--- src/common/isl_pkg.sv ---
package isl_pkg;

  // ****************************************
  // timing
  // ****************************************
  localparam int SYS_MHZ = 250;
  localparam int REC_MIN_US = 1;
  localparam int REC_MAX_US = 400;
  localparam int PU_US = 250;
  localparam int REC_MIN_CYC = REC_MIN_US * SYS_MHZ;
  localparam int REC_MAX_CYC = REC_MAX_US * SYS_MHZ;
  localparam int PU_CYC = PU_US * SYS_MHZ;
  localparam int SETTLE_CYC = 8;
  localparam int CNT_W = 17;

  // ****************************************
  // protocol values
  // ****************************************
  localparam logic [7:0] SLEEP_ID = 8'h86;
  localparam logic [3:0] ACK_BIT = 4'h8;
  localparam logic [1:0] PINS_RST = 2'h3;

  // ****************************************
  // types
  // ****************************************
  typedef struct packed {
    logic scl;
    logic sda;
  } isl_pins_t;

  typedef enum logic [2:0] {
    ST_PWRUP,
    ST_IDLE,
    ST_SHIFT,
    ST_ACK,
    ST_ENTER,
    ST_SLEEP,
    ST_RECOVER
  } isl_state_t;

endpackage : isl_pkg

--- src/core/isl_sleep_entry.sv ---
`timescale 1ns/1ps
// Function
// - acknowledge the final sleep identifier byte 86h
// - stop driving the data line after the ninth rising clock edge
// - start sleep at ninth rising edge, release data line 8 cycles later, one cycle before asleep rises
// - release while clock high shows as a stray STOP on the bus
// - after wake, wait 1 to 400 us before normal access is ready
module isl_sleep_entry #(
  parameter int REC_CYC = isl_pkg::REC_MAX_CYC,
  parameter int PU_CYC = isl_pkg::PU_CYC
) (
  input wire logic clk_sys,
  input wire logic rst_b,
  input wire logic scl_i,
  input wire logic sda_i,
  input wire logic sleep_armed,
  output logic sda_o,
  output logic sda_oe,
  output logic asleep,
  output logic ready,
  output logic stray_stop
);
  // ****************************************
  // reset and pin synchronisers
  // ****************************************
  logic [1:0] rst_sync_q;
  logic rst_n;
  isl_pkg::isl_pins_t pins_raw;
  isl_pkg::isl_pins_t pins_s;
  isl_pkg::isl_pins_t pins_prev_q;
  isl_pkg::isl_state_t state_q;
  logic [7:0] shift_q;
  logic [3:0] bit_cnt_q;
  logic [isl_pkg::CNT_W-1:0] cnt_q;
  logic scl_rise;
  logic scl_fall;
  logic start_det;
  logic stop_det;
  logic id_match;

  always_ff @(posedge clk_sys or negedge rst_b) begin
    if (!rst_b) begin
      rst_sync_q <= 2'h0;
    end else begin
      rst_sync_q <= {rst_sync_q[0], 1'b1};
    end
  end
  assign rst_n = rst_sync_q[1];

  assign pins_raw = '{scl: scl_i, sda: sda_i};

  isl_sync #(.W(2), .RST_VAL(isl_pkg::PINS_RST)) u_pin_sync (
    .clk_sys(clk_sys),
    .rst_n(rst_n),
    .din(pins_raw),
    .dout(pins_s)
  );

  // ****************************************
  // bus event detection
  // ****************************************
  always_ff @(posedge clk_sys or negedge rst_n) begin
    if (!rst_n) begin
      pins_prev_q <= isl_pkg::PINS_RST;
    end else begin
      pins_prev_q <= pins_s;
    end
  end

  assign scl_rise = pins_s.scl && !pins_prev_q.scl;
  assign scl_fall = !pins_s.scl && pins_prev_q.scl;
  assign start_det = pins_s.scl && pins_prev_q.scl && !pins_s.sda && pins_prev_q.sda;
  assign stop_det = pins_s.scl && pins_prev_q.scl && pins_s.sda && !pins_prev_q.sda;
  assign id_match = (shift_q == isl_pkg::SLEEP_ID) && sleep_armed;

  // ****************************************
  // byte shifter
  // ****************************************
  always_ff @(posedge clk_sys or negedge rst_n) begin
    if (!rst_n) begin
      shift_q <= 8'h00;
      bit_cnt_q <= 4'h0;
    end else if (start_det) begin
      bit_cnt_q <= 4'h0;
    end else if (state_q == isl_pkg::ST_SHIFT && scl_rise && bit_cnt_q < isl_pkg::ACK_BIT) begin
      shift_q <= {shift_q[6:0], pins_s.sda};
      bit_cnt_q <= bit_cnt_q + 4'h1;
    end
  end

  // ****************************************
  // sequencer
  // ****************************************
  always_ff @(posedge clk_sys or negedge rst_n) begin
    if (!rst_n) begin
      state_q <= isl_pkg::ST_PWRUP;
      cnt_q <= '0;
    end else begin
      case (state_q)
        isl_pkg::ST_PWRUP: begin
          if (cnt_q == isl_pkg::CNT_W'(PU_CYC - 1)) begin
            state_q <= isl_pkg::ST_IDLE;
            cnt_q <= '0;
          end else begin
            cnt_q <= cnt_q + 1'b1;
          end
        end
        isl_pkg::ST_IDLE: begin
          if (start_det) begin
            state_q <= isl_pkg::ST_SHIFT;
          end
        end
        isl_pkg::ST_SHIFT: begin
          if (stop_det) begin
            state_q <= isl_pkg::ST_IDLE;
          end else if (scl_fall && bit_cnt_q == isl_pkg::ACK_BIT) begin
            state_q <= id_match ? isl_pkg::ST_ACK : isl_pkg::ST_IDLE;
          end
        end
        isl_pkg::ST_ACK: begin
          if (scl_rise) begin
            state_q <= isl_pkg::ST_ENTER;
            cnt_q <= '0;
          end
        end
        isl_pkg::ST_ENTER: begin
          if (cnt_q == isl_pkg::CNT_W'(isl_pkg::SETTLE_CYC - 1)) begin
            state_q <= isl_pkg::ST_SLEEP;
            cnt_q <= '0;
          end else begin
            cnt_q <= cnt_q + 1'b1;
          end
        end
        isl_pkg::ST_SLEEP: begin
          if (start_det) begin
            state_q <= isl_pkg::ST_RECOVER;
            cnt_q <= '0;
          end
        end
        isl_pkg::ST_RECOVER: begin
          if (cnt_q == isl_pkg::CNT_W'(REC_CYC - 1)) begin
            state_q <= isl_pkg::ST_IDLE;
            cnt_q <= '0;
          end else begin
            cnt_q <= cnt_q + 1'b1;
          end
        end
        default: begin
          state_q <= isl_pkg::ST_IDLE;
        end
      endcase
    end
  end

  // ****************************************
  // output flops
  // ****************************************
  always_ff @(posedge clk_sys or negedge rst_n) begin
    if (!rst_n) begin
      sda_o <= 1'b0;
      sda_oe <= 1'b0;
    end else begin
      sda_o <= 1'b0;
      if (state_q == isl_pkg::ST_SHIFT && scl_fall && bit_cnt_q == isl_pkg::ACK_BIT) begin
        sda_oe <= id_match;
      end else if (state_q == isl_pkg::ST_ENTER
                   && cnt_q == isl_pkg::CNT_W'(isl_pkg::SETTLE_CYC - 1)) begin
        sda_oe <= 1'b0;
      end else if (state_q != isl_pkg::ST_ACK && state_q != isl_pkg::ST_ENTER) begin
        sda_oe <= 1'b0;
      end
    end
  end

  always_ff @(posedge clk_sys or negedge rst_n) begin
    if (!rst_n) begin
      asleep <= 1'b0;
      ready <= 1'b0;
      stray_stop <= 1'b0;
    end else begin
      asleep <= (state_q == isl_pkg::ST_SLEEP);
      ready <= (state_q == isl_pkg::ST_IDLE || state_q == isl_pkg::ST_SHIFT);
      stray_stop <= stop_det
                    && (state_q == isl_pkg::ST_ENTER || state_q == isl_pkg::ST_SLEEP);
    end
  end

  // ****************************************
  // assertions
  // ****************************************
  a_ack_cause: assert property (@(posedge clk_sys) disable iff (!rst_n)
    $rose(sda_oe) |-> $past(shift_q) == isl_pkg::SLEEP_ID && state_q == isl_pkg::ST_ACK)
    else $error("ack driven for a byte other than the sleep id");

  a_ack_given: assert property (@(posedge clk_sys) disable iff (!rst_n)
    state_q == isl_pkg::ST_SHIFT && scl_fall && bit_cnt_q == isl_pkg::ACK_BIT && id_match
    |=> sda_oe && !sda_o)
    else $error("sleep id not acknowledged");

  a_ack_held: assert property (@(posedge clk_sys) disable iff (!rst_n)
    state_q == isl_pkg::ST_ACK && $past(state_q) == isl_pkg::ST_ACK |-> sda_oe)
    else $error("ack released before ninth rising edge");

  a_entry_start: assert property (@(posedge clk_sys) disable iff (!rst_n)
    state_q == isl_pkg::ST_ACK && scl_rise |=> state_q == isl_pkg::ST_ENTER)
    else $error("sleep entry not begun at ninth rising edge");

  a_release_time: assert property (@(posedge clk_sys) disable iff (!rst_n)
    $rose(state_q == isl_pkg::ST_ENTER) |-> sda_oe [*8] ##1 !sda_oe && asleep == 1'b0)
    else $error("data line not released on sleep entry");

  a_asleep_free: assert property (@(posedge clk_sys) disable iff (!rst_n)
    asleep |-> !sda_oe)
    else $error("data line driven while asleep");

  a_stray_stop: assert property (@(posedge clk_sys) disable iff (!rst_n)
    stop_det && state_q == isl_pkg::ST_SLEEP |=> stray_stop)
    else $error("stop during sleep entry not flagged");

  a_rec_gap: assert property (@(posedge clk_sys) disable iff (!rst_n)
    state_q == isl_pkg::ST_RECOVER |-> !ready)
    else $error("ready during sleep recovery");

  a_wake_start: assert property (@(posedge clk_sys) disable iff (!rst_n)
    state_q == isl_pkg::ST_SLEEP && start_det |=> state_q == isl_pkg::ST_RECOVER ##1 !ready)
    else $error("wake did not begin recovery");
endmodule : isl_sleep_entry

--- src/core/isl_sync.sv ---
`timescale 1ns/1ps
module isl_sync #(
  parameter int W = 2,
  parameter logic [W-1:0] RST_VAL = '0
) (
  input wire logic clk_sys,
  input wire logic rst_n,
  input wire logic [W-1:0] din,
  output logic [W-1:0] dout
);
  logic [W-1:0] meta_q;

  always_ff @(posedge clk_sys or negedge rst_n) begin
    if (!rst_n) begin
      meta_q <= RST_VAL;
      dout <= RST_VAL;
    end else begin
      meta_q <= din;
      dout <= meta_q;
    end
  end
endmodule : isl_sync

--- config.mk ---
export PLATFORM = sky130hd
export DESIGN_NAME = isl_sleep_entry
export DESIGN_NICKNAME = d
export VERILOG_FILES = /design/src/common/isl_pkg.sv /design/src/core/isl_sleep_entry.sv /design/src/core/isl_sync.sv
export SDC_FILE = /design/constraint.sdc
export NUM_CORES = 1
export LEC_CHECK = 0
export ABC_AREA = 1
export BUFFER_PORTS_ARGS = -buffer_cell sky130_fd_sc_hd__buf_2
export CORE_AREA = 2 2 95 97
export CTS_CLUSTER_DIAMETER = 200
export DETAILED_ROUTE_END_ITERATION = 12
export DIE_AREA = 0 0 97 99
export PLACE_DENSITY = 0.53
export SYNTH_ARGS = -nofsm -noshare
export SYNTH_HDL_FRONTEND = slang
export SYNTH_HIERARCHICAL = 1
export SYNTH_SLANG_ARGS = --single-unit
--- constraint.sdc ---
create_clock -name clk_sys -period 3.4 [get_ports clk_sys]
set_input_delay 0 -clock clk_sys [delete_from_list [all_inputs] [get_ports clk_sys]]
set_output_delay 0 -clock clk_sys [all_outputs]
set_load 0.02 [all_outputs]
# Word level (Yosys, flattened, before mapping)
# Index checks and enable logic that the tools add are counted.
# op_classes
n_addsub	2
order_cmp	1
n_eq_ne	20
muxes	21
bitwise	1
reduce_logical	29
# ops
op	n
2-to-1 mux 17 bit	5
one-hot mux 17 bit (5 select lines)	1
2-to-1 mux 3 bit	8
one-hot mux 3 bit (7 select lines)	1
adder 17 x 1 -> 17 bit (second input constant)	1
equality test 17 x 16 -> 1 bit (second input constant)	1
equality test 17 bit (second input constant)	1
equality test 17 x 3 -> 1 bit (second input constant)	1
logical AND 1 bit	16
inequality test 2 bit (second input constant)	6
equality test 3 bit (second input constant)	3
equality test 8 bit (second input constant)	1
2-to-1 mux 4 bit	2
AND reduction 7 bit	1
equality test 3 x 2 -> 1 bit (second input constant)	2
inequality test 3 x 2 -> 1 bit (second input constant)	2
nonzero test 5 bit	1
adder 4 x 1 -> 4 bit (second input constant)	1
equality test 4 bit (second input constant)	1
logical NOT 1 bit	4
< comparator 4 bit (second input constant)	1
equality test 3 x 1 -> 1 bit (second input constant)	1
logical NOT 3 bit	1
2-to-1 mux 1 bit	3
8 further kinds	9
# word_totals
register_bits	44
in_bits	5
elab_cells	87

# Logic depth before layout (Yosys ltp)
# depth
depth_word	6
mapped_depth	11
ltp_nobuf	11

# Cells and area by module
# The synthesis kept the hierarchy.
# modules_own_cells
module	n_inst	cells_per_inst	area_per_inst_um2	seq_area_each_um2
isl_sleep_entry	1	353	2544.9	1003.5
isl_sync	1	4	105.1	105.1

# Worst setup path before layout
# No wires, ideal clock.
# synth_timing
path_type	register to register
startpoint	register u_pin_sync.dout[1]
endpoint	register cnt_q[11] (netlist bit)
arrival_time_ns	1.412
setup_slack_ns	1.914
path_stages_with_launch	10
period_less_slack_ns	1.486
path_cell_list	dfstp_2 nand2_1 nor2_1 nor2_1 nor2_2 nand2_4 inv_2 buf_6 nand2_1 o21ai_2
# synth_via
elab_chain_cells	5
elab_cells_between_ends	7
cone_classes	2 x eq/ne; 5 x reduce/logical
# synth_rtl
item	line_no	rtl
start, declared	isl_sync.sv:9	output logic [W-1:0] dout
start signal, assigned	isl_sync.sv:19	dout <= meta_q;
logical AND 1 bit (3 in a row)	isl_sleep_entry.sv:72	assign start_det = pins_s.scl && pins_prev_q.scl && !pins_s.sda && pins_prev_q.sda;
inequality test 2 bit (no source line)	-	
AND reduction 3 bit (no source line) (*)	-	
end signal, assigned	isl_sleep_entry.sv:105	cnt_q <= cnt_q + 1'b1;
end signal, assigned	isl_sleep_entry.sv:131	cnt_q <= cnt_q + 1'b1;
end signal, assigned	isl_sleep_entry.sv:145	cnt_q <= cnt_q + 1'b1;
end, declared	isl_sleep_entry.sv:34	logic [isl_pkg::CNT_W-1:0] cnt_q;
# Every way passes the cells marked *; elsewhere a longest branch is shown, timed or not.
# A chain may end at the register's enable or synchronous reset.

# Final worst setup path
# layout_timing
startpoint	register state_q[0]
endpoint	register bit_cnt_q[1]
# layout_via
elab_chain_cells	4
# layout_rtl
item	line_no	rtl
start, declared	isl_sleep_entry.sv:31	isl_pkg::isl_state_t state_q;
start signal, assigned	isl_sleep_entry.sv:96	state_q <= isl_pkg::ST_PWRUP;
start signal, assigned	isl_sleep_entry.sv:102	state_q <= isl_pkg::ST_IDLE;
start signal, assigned	isl_sleep_entry.sv:110	state_q <= isl_pkg::ST_SHIFT;
equality test 3 x 2 -> 1 bit	isl_sleep_entry.sv:85	end else if (state_q == isl_pkg::ST_SHIFT && scl_rise && bit_cnt_q < isl_pkg::ACK_BIT) begin
logical AND 1 bit (2 in a row)	isl_sleep_entry.sv:85	
nonzero test 2 bit (no source line)	-	
end signal, assigned	isl_sleep_entry.sv:87	bit_cnt_q <= bit_cnt_q + 4'h1;
end, declared	isl_sleep_entry.sv:33	logic [3:0] bit_cnt_q;
# No other way between the ends.

==> flow_summary.yaml <==
run_status:
  status: "complete, no violations"
critical_path:
  cp-start-kind: "register"
  crit_fanout: 11
  worstPathArrival_ps: 2070
  cp.required_ps: 3580
  critPathKind: "reg -> reg"
  cp-end-kind: "register"
clocking:
  clkTransAtPathRegs_ps: 90
  clock_latency_ps: 310
  ctsResizeCount: 0
  numCtsBuffers: 5
  cts-root-buf: "clkbuf_8"
  htreeDepth: 2
  cts.sinks: 44
  cts_tree: "built"
  cts_buffer_depth: 2
  postCtsSetupBuffers: 0
yosys:
  ys_seq_area_frac: 0.418
  synth_warnings: 6
  netlist_area_um2: 2650
  synth_seq_cells: 44
  syn_nets: 366
  avgSynthCellArea_um2: 7.42
  postSynthCellCount: 357
  synth_ff_type: "dfrtp_1"
  synth_edf_count: 0
  synth.distinct_cells: 38
  async_flop_share: 1.00
grt:
  overflow: 0
  antenna_found_initial: 0
  grt_pass1_wl_um: 11100
  grt_usage: 0.141
  grt_max_degree: 43
  grt_pass1_vias: 2271
die:
  rows: 34
  die_x_um: 97
  die_area_um2: 9600
  core_um2: 8550
  initial_core_util: 0.310
  pin_count: 10
  die_h_um: 99
timing:
  slew_headroom: 0.367
  setup_viol: 0
  skew_ps: 5.71
  fin_crit_sh: 0.555
  rsz0062_at_grt: "false"
  fin_ws_ps: 1510
  report.final.slew_viol_count: 0
  worst_pin_slew_ps: 950
  hold_violations: 0
  fin_crit_ps: 1890
  fmax_mhz: 530
  whs_ps: 22.9
  setup_tns_ps: 0
place:
  gp_congestion: 0.957
  port_buffers: 8
  dpl.hpwl_um: 4680
  dp.cells: 463
  dpl-instance-area_um2: 2770
  pre_cts_ws_ps: 1530
power:
  leakagePower_uw: 0.00136
  combPwrFrac: 0.013
  power.switching_uw: 220
  p_clk_frac: 0.432
  seqPwrFrac: 0.555
  p_int_uw: 759
  powerDensity_nw_per_um2: 335
  switching_share: 0.225
  vdd.ir_drop.worst_v: 0.000215
route:
  avgRoutedWirePerCell_um: 13.4
  drt_iter0_drc: 107
  drtAntennaViolNets: 0
  postRouteWirelength_um: 6380
  drc: 0
  vias_per_cell: 4.90
  first_pass_iters: 6
  num_vias: 2326
final_layout:
  layout.nets: 375
  stdcell_area_um2: 2920
  drive_above_1_share: 0.117
  antenna_cells: 0
  finalNonFillerCells: 475
  area_growth_syn_to_layout_pct: 10.2
min_path:
  hold_class: "in -> reg"
job:
  max_cap_violations: 0
==> timing repair <==
item / 4_1_cts / 5_1_grt
setup endpoints to repair: 0 / 0
hold buffers: 4 / 0
hold endpoints to repair: 4 / 0
==> critical path: stages, from the launching register on <==
cell and delay (ps):
dfrtp_1 440, inv_1 150, nand2_1 90, nor2_1 170, inv_1 80, nor3_1 140
buf_4 200, inv_1 170, o21ai_0 200, o21ai_0 120
==> metal layers <==
metal | GRT usage | part of all wire | vias up
li1 | - | - | 1161
met1 | 0.184 | 0.46 | 1108
met2 | 0.246 | 0.49 | 46
met3 | 0.0220 | 0.035 | 11
met4 | 0.0325 | 0.012 | 0
met5 | 0 | 0 | -
==> registers in the layout, indices dropped and copies added (netlist names) <==
name and flops:
shift_q 8, sda_oe 1, pins_prev_q 2, bit_cnt_q 4, rst_sync_q 2, u_pin_sync/dout 2
ready 1, cnt_q 17, asleep 1, u_pin_sync/meta_q 2, state_q 3, stray_stop 1
==> kinds of logic after synthesis <==
kind of cell	after synthesis	synth area share
AND/OR/NAND/NOR	218	0.372
other	2	0.00283
XOR/XNOR	10	0.0331
adder cells (fa/ha/maj)	4	0.0189
AO/OA/AOI/OAI	32	0.0789
flip-flops	44	0.418
buffers and inverters	47	0.0765
==> cells in the mapped netlist, types with 6 or more instances <==
| cell type | n | area [um^2] |
|---|---|---|
| a21oi_1 | 6 | 30.0 |
| buf_2 | 6 | 30.0 |
| dfrtp_1 | 38 | 951 |
| dfstp_2 | 6 | 158 |
| inv_1 | 33 | 124 |
| nand2_1 | 102 | 383 |
| nand3_1 | 38 | 190 |
| nand3b_1 | 6 | 45.0 |
| nand4_1 | 7 | 43.8 |
| nor2_1 | 47 | 176 |
| nor3_1 | 7 | 35.0 |
| o21ai_0 | 9 | 45.0 |
| xor2_1 | 8 | 70.1 |
==> path summary, 6_finish.rpt <==
path / from / cells after the start / endpoint / slack (ps)
setup / recovery: state_q[0]$_DFFE_PN0P_ / 9 / bit_cnt_q[1]$_DFFE_PN0P_ / 1510
hold / removal: sleep_armed / 3 / sda_oe$_DFFE_PN0P_ / 20
setup reg to reg: state_q[0]$_DFFE_PN0P_ / 9 / bit_cnt_q[1]$_DFFE_PN0P_ / 1510
hold reg to reg: u_pin_sync/meta_q[0]$_DFF_PN1_ / 0 / u_pin_sync/dout[0]$_DFF_PN1_ / 360
max in group asynchronous: rst_sync_q[1]$_DFF_PN0_ / 0 / cnt_q[7]$_DFFE_PN0P_ / 2380
min in group asynchronous: rst_sync_q[1]$_DFF_PN0_ / 0 / ready$_DFF_PN0_ / 420
==> layout by cell type, fill, tap and decap left out, types with 2 or more instances in the layout <==
cell and n:
a21oi_1 6, a31oi_1 3, buf_2 8, clkbuf_8 5, conb_1 2, dfrtp_1 37, dfstp_2 6, dlygate4sd3_1 4
ha_1 4, inv_1 33, inv_2 3, nand2_1 102, nand2_2 2, nand2_4 2, nand3_1 38, nand3b_1 6
nand4_1 7, nor2_1 47, nor2_2 2, nor3_1 7, o21ai_0 9, o21ai_1 2, o21ai_2 4, o22ai_1 2
xnor2_1 2, xor2_1 8
==> stage by stage <==
stage / util / power (uW)
6_report: 0.342 / 979
5_1_grt: 0.342 / 1020
4_1_cts: 0.342 / 995
3_5_place_dp: 0.324 / 564
3_3_place_gp: 0.324 / 564
2_1_floorplan: - / 557
==> power groups by stage <==
stage          clock (uW)  combinational [uW]  sequential [uW]
2_1_floorplan           0                6.10              551
3_3_place_gp            0                8.81              555
3_5_place_dp            0                8.92              555
4_1_cts               438                12.5              545
5_1_grt               459                14.1              547
6_report              423                12.3              544
==> cell type report <==
cell class,instances,area [um^2]
Clock buffer,5,68.8
Clock inverter,3,46.3
Fill cell,915,5630
Inverter,36,135
Multi-Input combinational cell,266,1340
Sequential cell,44,1110
Tap cell,108,135
Timing Repair Buffer,13,87.6
Note: power is estimated with default switching activity, not from simulation.
